--- config.mk ---
export PLATFORM = sky130hd
export DESIGN_NAME = acdsp_dev_flat
export DESIGN_NICKNAME = d
export VERILOG_FILES = /design/src/acdsp_pkg.sv /design/src/acdsp_if.sv /design/src/acdsp_dev.sv /design/src/flat_wrapper.sv
export SDC_FILE = /design/constraint.sdc
export NUM_CORES = 1
export LEC_CHECK = 0
export BUFFER_PORTS_ARGS = -buffer_cell sky130_fd_sc_hd__clkbuf_2
export CELL_PAD_IN_SITES_DETAIL_PLACEMENT = 0
export CELL_PAD_IN_SITES_GLOBAL_PLACEMENT = 1
export CORE_MARGIN = 5
export CORE_UTILIZATION = 40
export DETAILED_ROUTE_END_ITERATION = 16
export GPL_TIMING_DRIVEN = 0
export PLACE_DENSITY = 0.76
export SLEW_MARGIN = 25
export SYNTH_ARGS = -nofsm -noshare
export SYNTH_HDL_FRONTEND = slang
export SYNTH_SLANG_ARGS = --single-unit
--- constraint.sdc ---
create_clock -name REF_CLK_I -period 3.7 [get_ports REF_CLK_I]
set_input_delay 0 -clock REF_CLK_I [delete_from_list [all_inputs] [get_ports REF_CLK_I]]
set_output_delay 0 -clock REF_CLK_I [all_outputs]
set_load 0.05 [all_outputs]
--- src/acdsp_pkg.sv ---
// Shared constants for the addressed current DAC serial port: the word
// layout, timing counts and the host controller's register map.
// Assumes a 200 MHz system clock on both ends of the link.
package acdsp_pkg;
   // Serial word layout, most significant bit first.
   localparam int unsigned WORD_BITS    = 16;
   localparam int unsigned CODE_BITS    = 12;
   localparam int unsigned ADDR_BITS    = 3;
   localparam int unsigned LEAD_ZERO_POS = 15;
   localparam int unsigned ADDR_MSB     = 14;
   localparam int unsigned ADDR_LSB     = 12;
   localparam int unsigned CNT_BITS     = 5;

   // System clock period and the standby restore limit.
   localparam int unsigned CLK_PERIOD_PS = 5000;
   localparam int unsigned RESTORE_US    = 6;
   localparam int unsigned RESTORE_CYC   = (RESTORE_US * 1000000) / CLK_PERIOD_PS;

   // Synchroniser depth and host half-period of the serial clock.
   localparam int unsigned SYNC_STAGES   = 2;
   localparam int unsigned HALF_DIV      = 8;
   localparam int unsigned HALF_DIV_MIN  = 4;

   // Reset values.
   localparam logic [CODE_BITS-1:0] CODE_RST  = 12'h000;
   localparam logic [7:0]           SYNC_RST  = 8'hC3;

   // Host controller register map (byte addresses) and fields.
   localparam logic [7:0]  REG_CMD      = 8'h00;
   localparam logic [7:0]  REG_STATUS   = 8'h04;
   localparam int unsigned STAT_BUSY    = 0;
   localparam int unsigned STAT_DONE    = 1;
   localparam logic [31:0] CMD_RST      = 32'h0000_0000;
endpackage

--- src/acdsp_if.sv ---
// Three-wire serial link between the host controller and the DAC port.
// Assumes the host drives all three wires and the device only listens.
`timescale 1ns/1ps
`default_nettype none
interface acdsp_if;
   logic serial_clk;
   logic serial_data_in;
   logic select_n;

   // Host end drives the wires.
   modport host (
      output serial_clk,
      output serial_data_in,
      output select_n
   );

   // Device end samples the wires.
   modport dev (
      input  serial_clk,
      input  serial_data_in,
      input  select_n
   );
endinterface
`default_nettype wire

--- src/acdsp_dev.sv ---
// Device end of the addressed current DAC serial port: receives 16-bit
// words, checks the strapped address and holds the 12-bit output code.
// Assumes every link wire and pin is asynchronous to REF_CLK_I and that
// the serial clock half-period spans several system clock cycles.
`timescale 1ns/1ps
`default_nettype none

// Summary of operation
// - Sample data on each rising serial clock.
// - Rising select takes the sixteen-bit command word.
// - Extra bits push out earliest; keep last sixteen.
// - Address match loads twelve code bits.
// - Lead bit zero, then straps 2,1,0.
// - Word goes MSB first, address then code.
// - Eight distinct addresses share one bus.
// - Same-address devices update together.
// - Standby disables output, keeps stored code.
// - Standby release restores output within six microseconds.
// - Reset low holds the code at zero.
// - Words ignored during standby or reset.
// - Reset clears code without any serial edge.
// - Select is active low; shift only while low.
module acdsp_dev #(
   parameter int unsigned RESTORE_CYC = acdsp_pkg::RESTORE_CYC
) (
   input  wire logic                               REF_CLK_I,
   input  wire logic                               RST_N_I,
   acdsp_if.dev                                    link_if,
   input  wire logic [acdsp_pkg::ADDR_BITS-1:0]    STRAP_ADDR_I,
   input  wire logic                               STANDBY_N_I,
   input  wire logic                               RESET_N_I,
   output logic      [acdsp_pkg::CODE_BITS-1:0]    CODE_O,
   output logic                                    OUT_EN_O,
   output logic                                    LOAD_O
);

   // Refuse a restore budget shorter than the synchroniser path.
   if (RESTORE_CYC < acdsp_pkg::SYNC_STAGES + 2) begin : g_restore_chk
      $error("Restore budget is shorter than the standby input path.");
   end

   // The word must split exactly into lead bit, address field and code,
   // or the field positions below would overlap or leave a gap.
   if (acdsp_pkg::WORD_BITS !=
       1 + acdsp_pkg::ADDR_BITS + acdsp_pkg::CODE_BITS) begin : g_layout_chk
      $error("Word layout does not split into lead bit, address and code.");
   end

   // The bit counter must reach a full word without wrapping.
   if ((1 << acdsp_pkg::CNT_BITS) <= acdsp_pkg::WORD_BITS) begin : g_cnt_chk
      $error("Bit counter is too narrow for a full word.");
   end

   // The bank below is built with exactly two flops per input.
   if (acdsp_pkg::SYNC_STAGES != 2) begin : g_sync_chk
      $error("Synchroniser bank supports exactly two stages.");
   end

   // Raw inputs gathered for the synchroniser bank.
   wire  [7:0] raw_in;
   logic [7:0] sync1_r;
   logic [7:0] sync2_r;

   assign raw_in = {link_if.serial_clk, link_if.select_n, link_if.serial_data_in,
                    STRAP_ADDR_I, STANDBY_N_I, RESET_N_I};

   // Two-flop synchroniser per input; the first flop feeds only the second.
   // Select resets to its idle high level and the clock resets high, so no false select or clock rise follows reset.
   genvar gi;
   for (gi = 0; gi < 8; gi++) begin : g_sync
      always_ff @(posedge REF_CLK_I) begin
         if (!RST_N_I) begin
            sync1_r[gi] <= acdsp_pkg::SYNC_RST[gi];
            sync2_r[gi] <= acdsp_pkg::SYNC_RST[gi];
         end else begin
            sync1_r[gi] <= raw_in[gi];
            sync2_r[gi] <= sync1_r[gi];
         end
      end
   end

   // Named views of the synchronised inputs.
   wire                                 sclk_s;
   wire                                 sel_n_s;
   wire                                 sdi_s;
   wire  [acdsp_pkg::ADDR_BITS-1:0]     strap_s;
   wire                                 standby_n_s;
   wire                                 reset_n_s;

   assign sclk_s      = sync2_r[7];
   assign sel_n_s     = sync2_r[6];
   assign sdi_s       = sync2_r[5];
   assign strap_s     = sync2_r[4:2];
   assign standby_n_s = sync2_r[1];
   assign reset_n_s   = sync2_r[0];

   // Delayed copies for edge detection.
   logic sclk_d_r;
   logic sel_n_d_r;

   always_ff @(posedge REF_CLK_I) begin
      if (!RST_N_I) begin
         sclk_d_r  <= acdsp_pkg::SYNC_RST[7];
         sel_n_d_r <= acdsp_pkg::SYNC_RST[6];
      end else begin
         sclk_d_r  <= sclk_s;
         sel_n_d_r <= sel_n_s;
      end
   end

   // Edge and mode decoding. A select rise that lands with the last clock
   // fall still sees the full count, which only clears one cycle later.
   // Edge and mode decoding.
   wire sclk_rise;
   wire sel_rise;
   wire port_active;
   wire shift_en;

   assign sclk_rise   = sclk_s & ~sclk_d_r;
   assign sel_rise    = sel_n_s & ~sel_n_d_r;
   assign port_active = standby_n_s & reset_n_s;
   assign shift_en    = sclk_rise & ~sel_n_s & port_active;

   // Input shift register and bit counter.
   logic [acdsp_pkg::WORD_BITS-1:0] shift_r;
   logic [acdsp_pkg::WORD_BITS-1:0] shift_nxt;
   logic [acdsp_pkg::CNT_BITS-1:0]  cnt_r;
   logic [acdsp_pkg::CNT_BITS-1:0]  cnt_nxt;
   wire                             cnt_full;

   assign cnt_full = (cnt_r == acdsp_pkg::CNT_BITS'(acdsp_pkg::WORD_BITS));

   // New bits enter at the bottom, so the oldest fall off the top.
   // Shifting goes on past a full word, so an overlong word keeps its last bits.
   assign shift_nxt = shift_en ?
                      {shift_r[acdsp_pkg::WORD_BITS-2:0], sdi_s} : shift_r;

   // The count saturates at a full word and restarts between words or
   // whenever the port is inactive, so a word cut by standby is dropped.
   assign cnt_nxt = (sel_n_s || !port_active) ? '0 :
                    (shift_en && !cnt_full) ? cnt_r + acdsp_pkg::CNT_BITS'(1) : cnt_r;

   always_ff @(posedge REF_CLK_I) begin
      if (!RST_N_I) begin
         shift_r <= '0;
         cnt_r   <= '0;
      end else begin
         shift_r <= shift_nxt;
         cnt_r   <= cnt_nxt;
      end
   end

   // Checks the address field of a received word against the straps.
   function automatic logic addr_match(
      input logic [acdsp_pkg::WORD_BITS-1:0] word,
      input logic [acdsp_pkg::ADDR_BITS-1:0] strap
   );
      logic lead_ok;
      lead_ok    = ~word[acdsp_pkg::LEAD_ZERO_POS];
      addr_match = lead_ok && (word[acdsp_pkg::ADDR_MSB:acdsp_pkg::ADDR_LSB] == strap);
   endfunction

   // Word acceptance: full word, good lead bit, own address, port active.
   // A short word or a word cut by standby never reaches a full count.
   wire word_hit;
   wire [acdsp_pkg::CODE_BITS-1:0] word_code;

   assign word_hit  = sel_rise && cnt_full && port_active &&
                      addr_match(shift_r, strap_s);
   assign word_code = shift_r[acdsp_pkg::CODE_BITS-1:0];

   // Data register: cleared while reset is low, otherwise loaded only on
   // an accepted word; any other word leaves it untouched.
   // Every device on the link makes the same decision on the same edge, so
   // devices strapped alike load one word in the same cycle.
   logic [acdsp_pkg::CODE_BITS-1:0] code_r;
   logic [acdsp_pkg::CODE_BITS-1:0] code_nxt;

   assign code_nxt = !reset_n_s ? acdsp_pkg::CODE_RST :
                     word_hit   ? word_code : code_r;

   always_ff @(posedge REF_CLK_I) begin
      if (!RST_N_I) begin
         code_r <= acdsp_pkg::CODE_RST;
      end else begin
         code_r <= code_nxt;
      end
   end

   // Output stage enable and load strobe. The code register is kept in
   // standby, so the output returns to it as soon as standby ends.
   // Standby gates only the enable; it never touches the stored code.
   logic out_en_r;
   logic load_r;

   always_ff @(posedge REF_CLK_I) begin
      if (!RST_N_I) begin
         out_en_r <= 1'b0;
         load_r   <= 1'b0;
      end else begin
         out_en_r <= standby_n_s;
         load_r   <= word_hit;
      end
   end

   assign CODE_O   = code_r;
   assign OUT_EN_O = out_en_r;
   assign LOAD_O   = load_r;

endmodule
`default_nettype wire

--- src/flat_wrapper.sv ---
// flat-port wrapper written by rule: the top's interface ports become plain ports
module acdsp_dev_flat 
#(
   parameter int unsigned RESTORE_CYC = acdsp_pkg::RESTORE_CYC
)
  (REF_CLK_I, RST_N_I, STRAP_ADDR_I, STANDBY_N_I, RESET_N_I, CODE_O, OUT_EN_O, LOAD_O, link_if_serial_clk, link_if_serial_data_in, link_if_select_n);
  acdsp_if link_if_i ();
  input  wire logic REF_CLK_I;
  input  wire logic RST_N_I;
  input  wire logic [acdsp_pkg::ADDR_BITS-1:0] STRAP_ADDR_I;
  input  wire logic STANDBY_N_I;
  input  wire logic RESET_N_I;
  output logic      [acdsp_pkg::CODE_BITS-1:0] CODE_O;
  output logic OUT_EN_O;
  output logic LOAD_O;
  input wire logic [$bits(link_if_i.serial_clk)-1:0] link_if_serial_clk;
  input wire logic [$bits(link_if_i.serial_data_in)-1:0] link_if_serial_data_in;
  input wire logic [$bits(link_if_i.select_n)-1:0] link_if_select_n;
  assign link_if_i.serial_clk = link_if_serial_clk;
  assign link_if_i.serial_data_in = link_if_serial_data_in;
  assign link_if_i.select_n = link_if_select_n;
  acdsp_dev #(.RESTORE_CYC(RESTORE_CYC)) u_core (.REF_CLK_I(REF_CLK_I), .RST_N_I(RST_N_I), .link_if(link_if_i), .STRAP_ADDR_I(STRAP_ADDR_I), .STANDBY_N_I(STANDBY_N_I), .RESET_N_I(RESET_N_I), .CODE_O(CODE_O), .OUT_EN_O(OUT_EN_O), .LOAD_O(LOAD_O));
endmodule
* Yosys cells after proc, flatten, opt, wreduce, memory -nomap -nowiden
Cells that the tools add are included.
Word-level totals: input bits 10, register bits after elaboration 53
Cells by class: reductions and logical operators 10, equal/unequal tests 2, add/sub/neg operators 1, bitwise gates (word level) 10
Operators by type and width (number):
- adder 5 x 1 -> 5 bit, second input constant | 1
- AND 1 bit | 5
- == test 5 bit, second input constant | 1
- logical AND 1 bit | 5
- inverter 1 bit | 5
- == test 3 bit | 1
- zero test 1 bit | 2
- AND reduction 2 bit | 1
- OR reduction 2 bit | 1
- logical OR 1 bit | 1

* Depth between registers and ports, before layout
Gate-level depths: netlist of the first run.
depth after elaboration 5, gate-level depth with buffers 7

* Worst setup path before layout of the first run
Ideal clock, no wire load.
path kind register to register, start point register u_core.cnt_r[0] (netlist bit), end point register u_core.code_r, in the netlist u_core.CODE_O[10], required time 3.628 ns, buffers on the path 1, clock period less this slack 1.639 ns, library setup time 0.072 ns, stages on the path, launching flop included 8, arrival time 1.568 ns, setup slack 2.061 ns, path through dfxtp_1 inv_1 ha_1 and4bb_2 nand2_1 nor4_4 buf_6 mux2i_1
On the way: word-level cells in the longest chain between the ends 4
RTL lines:
- start: declaration | RTL line acdsp_dev.sv:127 | logic [acdsp_pkg::CNT_BITS-1:0] cnt_r;
- start signal: assignment | RTL line acdsp_dev.sv:149 | cnt_r <= cnt_nxt;
- == test 5 bit | RTL line acdsp_dev.sv:131 | assign cnt_full = (cnt_r == acdsp_pkg::CNT_BITS'(acdsp_pkg::WORD_BITS));
- logical AND 1 bit (3 in series) | RTL line acdsp_dev.sv:168 | assign word_hit = sel_rise && cnt_full && port_active &&
- end signal: assignment | RTL line acdsp_dev.sv:184 | code_r <= acdsp_pkg::CODE_RST;
- end signal: assignment | RTL line acdsp_dev.sv:186 | code_r <= code_nxt;
- end: declaration | RTL line acdsp_dev.sv:176 | logic [acdsp_pkg::CODE_BITS-1:0] code_r;
Every way passes these cells. A chain may end at the register's enable or synchronous reset.

* Final worst setup path of the first run
start point register u_core.cnt_r[0] (netlist bit), end point register u_core.code_r, in the netlist u_core.CODE_O[11]
The elaborated chain is that of the path after synthesis.

==> results of run 1 <==
## where the power goes
group / switching, mW / internal, mW / total (mW)
Combinational: 0.0208 / 0.0217 / 0.0425
Sequential: 0.00362 / 0.579 / 0.583
Clock: 0.181 / 0.220 / 0.401
## sequential cells by signal (all words and copies together) (netlist names)
| register | cells |
|---|---|
| u_core.LOAD_O | 1 |
| u_core.OUT_EN_O | 1 |
| u_core.CODE_O | 12 |
| u_core.sclk_s | 1 |
| u_core.strap_s | 3 |
| u_core.sel_n_d_r | 1 |
| u_core.sync1_r | 8 |
| u_core.sdi_s | 1 |
| u_core.shift_r | 16 |
| u_core.sclk_d_r | 1 |
| u_core.cnt_r | 5 |
| u_core.standby_n_s | 1 |
| u_core.reset_n_s | 1 |
| u_core.sel_n_s | 1 |
## repair_timing
action / in CTS / in global routing
hold buffers: 11 / 0
endpoints found under the hold margin: 10 / 0
setup endpoints to repair: 0 / 0
buffers inserted: 0 / 0
## stage by stage
step	total power, mW	util [%]	hold WS (ps)	instances
floorplan	0.6185	-	73.04	207
global placement	0.6299	45.59	179.1	297
detailed placement	0.6304	45.59	184.0	297
CTS	1.042	50.46	401.2	316
global route	1.075	50.46	433.4	316
finish	1.026	50.46	414.7	316
## cells in the mapped netlist, types with 2 or more instances
master,number
clkbuf_1,9
nand2_1,61
inv_1,5
xnor2_1,5
and2_1,10
nor4b_1,3
or3_1,2
nor2_1,6
mux2i_1,13
nand2b_1,12
dfxtp_1,53
a21boi_0,15
ha_1,2
## cells by family after synthesis
group | share of synthesized area [%]
xor gates and xnor gates | 2.241
AOI/OAI and AO/OA | 6.338
and+or+nand+nor | 25.93
adders and majority gates | 1.280
buffers and inverters | 3.265
muxes | 6.658
DFF | 54.29
## worst max-delay path by stage
stage	from	depth (start not counted)	end
after floorplan	u_core.cnt_r[0]$_SDFFE_PP0P_	7	u_core.CODE_O[10]$_SDFFE_PN0P_
after global placement	u_core.cnt_r[0]$_SDFFE_PP0P_	7	u_core.CODE_O[11]$_SDFFE_PN0P_
after detailed placement	u_core.cnt_r[0]$_SDFFE_PP0P_	7	u_core.CODE_O[11]$_SDFFE_PN0P_
after CTS	u_core.cnt_r[0]$_SDFFE_PP0P_	7	u_core.CODE_O[11]$_SDFFE_PN0P_
after global routing	u_core.standby_n_s$_SDFF_PN1_	5	u_core.shift_r[11]$_SDFFE_PN0P_
final	u_core.cnt_r[0]$_SDFFE_PP0P_	7	u_core.CODE_O[11]$_SDFFE_PN0P_
## per-layer routing
layer	up-vias	part of all wire, %	global-route usage (%)
met5	-	0	0
met4	0	1.8	4.730
met3	6	5.2	3.612
met2	29	42	18.05
met1	609	51	15.04
li1	742	-	-
## layout make-up
| cell class | count | area, um^2 |
|---|---|---|
| Buffer | 10 | 45.04 |
| Clock inverter | 2 | 37.54 |
| Fill cell | 449 | 2340 |
| Inverter | 5 | 18.77 |
| Clock buffer | 6 | 82.58 |
| Tap cell | 67 | 83.83 |
| Sequential cell | 53 | 1061 |
| Multi-Input combinational cell | 139 | 829.5 |
| Timing Repair Buffer | 34 | 225.2 |
==> run summary, run 1 <==
drt first pass iters = 4
share of layout cells above drive strength 1 = 14.46%
antenna diode count = 0
worst slew pin tran = 459.6 ps
critical path required time = 3930 ps
Setup TNS = 0 ps
cells along the critical path = inv_1 > ha_1 > and4bb_2 > nand2_1 > nor4_4 > buf_6 > mux2i_1
CP Capture Type = flop
Worst VDD drop = 277.8 uV
Primary FF master, synth = dfxtp_1
sequential area share after synthesis = 54.29%
post-route minimum period = 1858 ps
CTS HTree Levels = 2
unrepaired setup endpoints after global routing = no
vias in the first global route = 1336
Buf/Inv on CP = 2
Synth top area share = 54.29%
max_slew headroom = 69.24%
port bufs = 23
flops & latches, synth = 53
Hold Path Sink = u_core.sel_n_s$_SDFF_PN1_
first-pass GRT wire length = 5927 um
MaxCap Viol Count = 0
Reg clk slew, reported paths = 100 ps
Critical Path AT = 2090 ps
initial DRC count = 54
clk buf depth = 2
Vert. Die Dim = 79.90 um
Top Family by Delay on Critical Path = simple AND/OR/NAND/NOR gates
Num CTS Buffers = 5
post-synthesis cell count = 207
fin crit share = 50.21%
EDFF count, synth = 0
fin. max-slew vios = 0
largest net degree at the start of global routing = 17
DP Area = 2153 um^2
clock sinks = 53
worst reg-to-reg path cell count = 7
core area = 4723 um^2
Pleak = 0.8454 nW
synthesized cell area = 1954 um^2
Clk Latency, worst-skew pair = 300 ps
worst hold path depth = 1
fraction of registers with async set/reset = 0%
Critical R2R Launch = u_core.cnt_r[0]$_SDFFE_PP0P_
vias per cell = 4.386
slowest CP cell = nor4_4
final instance area = 2384 um^2
Worst Path Max Fanout = 10
Final ANT Viol Nets = 0
post-DP HPWL = 2288 um
Cell Pwr Density = 430.6 nW/um^2
Root Buffer = clkbuf_8
cell row count = 25
Vias = 1386
worst hold path type = reg2reg
WL/cell = 10.44 um
status = completed
initial core utilization = 41.38%
top post-synthesis cells by area = dfxtp_1, nand2_1, mux2i_1
DIE AREA = 6384 um^2
syn_nets = 219
cts repair resizes = 0
pre-CTS WS = 1840 ps
Die Span X = 79.90 um
TritonCTS clock tree = done
Hold Startpoint = u_core.sync1_r[6]$_SDFF_PN1_
fin nets = 260
Worst R2R End = u_core.CODE_O[11]$_SDFFE_PN0P_
synth unique cells = 24
most common cell after layout, fill and taps aside = nand2_1
Layout Area Growth over Synthesis = 21.96%
routability cong. = 0.7408
Syn. warnings = 0
IO Count = 24
Routed WL = 3298 um
Synth area leader = dfxtp_1
element type at the critical path start = flop
final global-route overflow total = 0
commonest non-fill, non-tap cells in the layout = nand2_1, dfxtp_1, clkbuf_2
Final setup violation count = 0
Final Skew = 9.318 ps
initial antenna violation count = 0
setup ws final = 1842 ps
Crit Path Class = reg2reg
reg-to-reg slack, setup = 1840 ps
fmax = 0.5382 GHz
Avg Synthesized Cell Area = 9.441 um^2
Fin. Hold Viols = 0
GRT Overall Usage = 11.67%
slowest cell delay on critical path = 420 ps
Post-route DRC = 0
Note: power is estimated with default switching activity, not from simulation.
==> run 2: changes to the inputs <==
- clock period: 3.7 -> 1.93 ns (I/O delays scaled with it)
==> run summary, run 2 (synthesis gave the netlist of run 1 again) <==
final global-route overflow total = 0 (unchanged)
Setup TNS = 0 ps (unchanged)
Hold Slack = 414.6 ps (was 414.7 ps)
Clk Latency, worst-skew pair = 300 ps (about the same)
CP Capture Type = flop (unchanged)
placed cell count = 297 (unchanged)
antenna diode count = 0 (unchanged)
largest net degree at the start of global routing = 17 (unchanged)
Vias = 1397 (was 1386)
slowest cell delay on critical path = 370 ps (was 420 ps)
Worst VDD drop = 532.7 uV (was 277.8 uV)
vias per cell = 4.393 (was 4.386)
post-DP HPWL = 2288 um (unchanged)
DIE AREA = 6384 um^2 (unchanged)
Cell Pwr Density = 818.5 nW/um^2 (was 430.6 nW/um^2)
end of the critical path = u_core.LOAD_O$_SDFF_PN0_ (was u_core.CODE_O[11]$_SDFFE_PN0P_)
port bufs = 23 (unchanged)
most common cell after layout, fill and taps aside = nand2_1 (unchanged)
share of layout cells above drive strength 1 = 16.73% (was 14.46%)
initial core utilization = 41.38% (unchanged)
Fin. Hold Viols = 0 (unchanged)
worst slew pin tran = 407.8 ps (was 459.6 ps)
status = completed (unchanged)
clock sinks = 53 (unchanged)
initial DRC count = 56 (was 54)
setup ws final = 145.1 ps (was 1842 ps)
GRT Overall Usage = 11.67% (unchanged)
core area = 4723 um^2 (unchanged)
Die Span X = 79.90 um (unchanged)
Reg with most FFs = u_core.shift_r (unchanged)
MaxCap Viol Count = 0 (unchanged)
pre-CTS WS = 69.84 ps (was 1840 ps)
Worst Setup SP = u_core.cnt_r[0]$_SDFFE_PP0P_ (unchanged)
worst reg-to-reg path cell count = 6 (was 7)
IO Count = 24 (unchanged)
Worst R2R End = u_core.LOAD_O$_SDFF_PN0_ (was u_core.CODE_O[11]$_SDFFE_PN0P_)
Buf/Inv on CP = 1 (was 2)
Top Family by Delay on Critical Path = simple AND/OR/NAND/NOR gates (unchanged)
Critical R2R Launch = u_core.cnt_r[0]$_SDFFE_PP0P_ (unchanged)
drt first pass iters = 4 (unchanged)
unrepaired setup endpoints after global routing = no (unchanged)
Final ANT Viol Nets = 0 (unchanged)
routability cong. = 0.7408 (unchanged)
fin nets = 262 (was 260)
element type at the critical path start = flop (unchanged)
Finished Layout Cells = 318 (was 316)
Vert. Die Dim = 79.90 um (unchanged)
Pleak = 0.8617 nW (was 0.8454 nW)
worst hold path type = reg2reg (unchanged)
fin. max-slew vios = 0 (unchanged)
vias in the first global route = 1336 (unchanged)
Final Skew = 11.17 ps (was 9.318 ps)
WL/cell = 10.44 um (about the same)
slowest CP cell = nor4_1 (was nor4_4)
fin crit share = 92.48% (was 50.21%)
Reg clk slew, reported paths = 90 ps (was 100 ps)
fmax = 0.5603 GHz (was 0.5382 GHz)
post-route minimum period = 1785 ps (was 1858 ps)
Crit Path Class = reg2reg (unchanged)
reg-to-reg slack, setup = 150 ps (was 1840 ps)
initial antenna violation count = 0 (unchanged)
Worst Path Max Fanout = 3 (was 10)
Routed WL = 3321 um (was 3298 um)
Num CTS Buffers = 5 (unchanged)
DP Area = 2153 um^2 (unchanged)
cell row count = 25 (unchanged)
commonest non-fill, non-tap cells in the layout = nand2_1, dfxtp_1, clkbuf_2 (unchanged)
Post-route DRC = 0 (unchanged)
Root Buffer = clkbuf_8 (unchanged)
Final setup violation count = 0 (unchanged)
max reg flops = 16 (unchanged)
Layout Area Growth over Synthesis = 23.05% (was 21.96%)
CTS HTree Levels = 2 (unchanged)
first-pass GRT wire length = 5927 um (unchanged)
Critical Path AT = 1960 ps (was 2090 ps)
TritonCTS clock tree = done (unchanged)
Worst path depth = 6 (was 7)
final instance area = 2405 um^2 (was 2384 um^2)
cells along the critical path = inv_1 > ha_1 > and4bb_2 > nand2_1 > or3_1 > nor4_1 (was inv_1 > ha_1 > and4bb_2 > nand2_1 > nor4_4 > buf_6 > mux2i_1)
critical path required time = 2100 ps (was 3930 ps)
clk buf depth = 2 (unchanged)
max_slew headroom = 72.82% (was 69.24%)
==> run 2: report_power, final <==
part | switching [mW] | total, mW | internal [mW]
clock network | 0.347 | 0.769 | 0.422
logic | 0.0401 | 0.0817 | 0.0417
registers | 0.00708 | 1.12 | 1.11
total | 0.394 | 1.97 | 1.57
==> run 2: how the worst min path moves through the flow <==
stage	startpoint	endpoint	slack [ps]	depth (start not counted)
after global placement	link_if_select_n	u_core.sync1_r[6]$_SDFF_PN1_	180	2
after global routing	u_core.sync1_r[6]$_SDFF_PN1_	u_core.sel_n_s$_SDFF_PN1_	430	1
after floorplan	RST_N_I	u_core.reset_n_s$_SDFF_PN1_	70	1
after detailed placement	link_if_serial_clk	u_core.sync1_r[7]$_SDFF_PN1_	180	2
final	u_core.sync1_r[6]$_SDFF_PN1_	u_core.sel_n_s$_SDFF_PN1_	410	1
after CTS	link_if_select_n	u_core.sync1_r[6]$_SDFF_PN1_	400	3
==> run 2: what timing repair did <==
action / CTS / global route
hold endpoints to repair: 10 / 0
hold buffers: 11 / 0
setup buffers: 0 / 2
endpoints found under the setup margin: 0 / 20
gates resized for setup: 0 / 6
==> run 2: layout make-up <==
cell class,instances,area [um^2]
repair buffers,36,240.2
clock buffers,6,82.58
multi-input cells,139,832.0
fillers,445,2318
inverters,5,18.77
clock inverters,2,37.54
well taps,67,83.83
plain buffers,10,47.55
flip-flops and latches,53,1062
==> run 2: through the flow <==
stage / total power, mW / util (%)
final: 1.968 / 50.91
after global routing: 2.061 / 50.91
after CTS: 1.997 / 50.46
after detailed placement: 1.208 / 45.59
after global placement: 1.208 / 45.59
after floorplan: 1.186 / -
==> run 2: layer usage <==
layer / GRT usage, % / vias to the layer above / wire, um
li1: - / 746 / -
met1: 15.04 / 612 / 1683
met2: 18.05 / 33 / 1403
met3: 3.612 / 6 / 173
met4: 4.730 / 0 / 60
met5: 0 / - / 0
==> run 3: changes to the inputs <==
- GPL_TIMING_DRIVEN: 0 -> unset
- REMOVE_ABC_BUFFERS: unset -> 1
==> run summary, run 3 (synthesis gave the netlist of run 1 again) <==
Critical R2R Launch = u_core.cnt_r[0]$_SDFFE_PP0P_ (unchanged)
reg-to-reg slack, setup = 190 ps (was 150 ps)
Routed WL = 3238 um (was 3321 um)
cell row count = 25 (unchanged)
Root Buffer = clkbuf_8 (unchanged)
initial DRC count = 57 (was 56)
Critical Path AT = 1970 ps (was 1960 ps)
end of the critical path = u_core.CODE_O[8]$_SDFFE_PN0P_ (was u_core.LOAD_O$_SDFF_PN0_)
Final Skew = 4.267 ps (was 11.17 ps)
MaxCap Viol Count = 0 (unchanged)
Final ANT Viol Nets = 0 (unchanged)
GRT Overall Usage = 11.28% (was 11.67%)
final instance area = 2315 um^2 (was 2405 um^2)
element type at the critical path start = flop (unchanged)
DIE AREA = 6384 um^2 (unchanged)
IO Count = 24 (unchanged)
vias in the first global route = 1296 (was 1336)
commonest non-fill, non-tap cells in the layout = nand2_1, dfxtp_1, clkbuf_2 (unchanged)
Pleak = 0.8301 nW (was 0.8617 nW)
antenna diode count = 0 (unchanged)
CTS HTree Levels = 2 (unchanged)
CP Capture Type = flop (unchanged)
share of layout cells above drive strength 1 = 16.18% (was 16.73%)
Worst VDD drop = 500.2 uV (was 532.7 uV)
core area = 4723 um^2 (unchanged)
Reg with most FFs = u_core.shift_r (unchanged)
Reg clk slew, reported paths = 90 ps (about the same)
critical path required time = 2160 ps (was 2100 ps)
Vias = 1361 (was 1397)
initial antenna violation count = 0 (unchanged)
Clk Latency, worst-skew pair = 300 ps (about the same)
fmax = 0.5736 GHz (was 0.5603 GHz)
post-DP HPWL = 2126 um (was 2288 um)
WL/cell = 10.51 um (was 10.44 um)
Die Span X = 79.90 um (unchanged)
vias per cell = 4.419 (was 4.393)
routability cong. = 0.7006 (was 0.7408)
worst slew pin tran = 350.7 ps (was 407.8 ps)
Fin. Hold Viols = 0 (unchanged)
Worst Setup SP = u_core.cnt_r[0]$_SDFFE_PP0P_ (unchanged)
worst reg-to-reg path cell count = 7 (was 6)
clock sinks = 53 (unchanged)
port bufs = 23 (unchanged)
clk buf depth = 2 (unchanged)
worst hold path type = reg2reg (unchanged)
initial core utilization = 41.38% (unchanged)
fin nets = 252 (was 262)
fin. max-slew vios = 0 (unchanged)
final global-route overflow total = 0 (unchanged)
Setup TNS = 0 ps (unchanged)
status = completed (unchanged)
unrepaired setup endpoints after global routing = no (unchanged)
Post-route DRC = 0 (unchanged)
Vert. Die Dim = 79.90 um (unchanged)
post-route minimum period = 1743 ps (was 1785 ps)
largest net degree at the start of global routing = 29 (was 17)
Worst Path Max Fanout = 12 (was 3)
max reg flops = 16 (unchanged)
cts repair resizes = 0 (unchanged)
fin crit share = 90.33% (was 92.48%)
DP Area = 2138 um^2 (was 2153 um^2)
Num CTS Buffers = 5 (unchanged)
first-pass GRT wire length = 5761 um (was 5927 um)
Crit Path Class = reg2reg (unchanged)
max_slew headroom = 76.29% (was 72.82%)
Layout Area Growth over Synthesis = 18.44% (was 23.05%)
Final setup violation count = 0 (unchanged)
drt first pass iters = 2 (was 4)
Worst R2R End = u_core.CODE_O[8]$_SDFFE_PN0P_ (was u_core.LOAD_O$_SDFF_PN0_)
Cell Pwr Density = 773.8 nW/um^2 (was 818.5 nW/um^2)
most common cell after layout, fill and taps aside = nand2_1 (unchanged)
TritonCTS clock tree = done (unchanged)
==> run 3: cell types whose count changed in the layout (fill, tap and decap cells not counted), sizes merged <==
| cell | previous run | this run |
|---|---|---|
| clkbuf | 38 | 28 |
| clkinv | 0 | 2 |
| dlygate4sd3 | 11 | 9 |
| buf | 3 | 4 |
| bufinv | 1 | 0 |
==> run 3: layout make-up <==
class	count	area, um^2
timing repair buffer	36	235.2
tap	67	83.83
inverter	5	18.77
fill	458	2409
sequential	53	1061
multi-input combinational	139	829.5
clock buffer	5	68.82
clock inverter	3	17.52
==> run 3: worst min-delay path by stage <==
stage	start	to	slack [ps]	depth (start not counted)
after floorplan	RST_N_I	u_core.sclk_d_r$_SDFF_PN1_	70	1
after global placement	STANDBY_N_I	u_core.sync1_r[1]$_SDFF_PN1_	180	2
after detailed placement	STANDBY_N_I	u_core.sync1_r[1]$_SDFF_PN1_	180	2
after CTS	RESET_N_I	u_core.sync1_r[0]$_SDFF_PN1_	410	3
after global routing	link_if_select_n	u_core.sync1_r[6]$_SDFF_PN1_	430	3
final	u_core.sync1_r[1]$_SDFF_PN1_	u_core.standby_n_s$_SDFF_PN1_	410	1
==> run 3: critical path, stage by stage (launching register included) <==
cell	delay (ps)
dfxtp_1	330
inv_1	90
ha_1	140
and4bb_2	250
nand2_1	100
nor4_4	270
buf_4	280
mux2i_1	210
==> run 3: repair_timing <==
action	in CTS	in global routing
hold buffers	9	0
setup buffers	0	0
endpoints found under the hold margin	9	0
==> run 3: stage by stage <==
step / setup slack [ps] / util (%) / power, mW / hold slack (ps) / cells
finish: 186.7 / 49.01 / 1.791 / 414.0 / 308
global route: 11.08 / 49.01 / 1.874 / 425.2 / 308
CTS: 166.2 / 49.01 / 1.815 / 406.4 / 308
detailed placement: 191.8 / 45.27 / 1.208 / 184.0 / 291
global placement: 247.9 / 45.27 / 1.208 / 180.8 / 291
floorplan: 42.18 / - / 1.178 / 73.04 / 197
==> run 3: report_power, final <==
| group | total, mW | internal, mW | leakage, nW | switching [mW] |
|---|---|---|---|---|
| Sequential | 1.12 | 1.11 | 0.431 | 0.00691 |
| Clock | 0.596 | 0.251 | 0.0439 | 0.345 |
| Combinational | 0.0781 | 0.0392 | 0.355 | 0.0389 |
==> run 3: metal layers <==
| layer | routed length (um) | part of all wire (%) | track usage [%] |
|---|---|---|---|
| met1 | 1677 | 52 | 14.86 |
| met2 | 1381 | 43 | 17.63 |
| met3 | 122 | 3.8 | 3.047 |
| met4 | 56 | 1.7 | 4.054 |
| met5 | 0 | 0 | 0 |
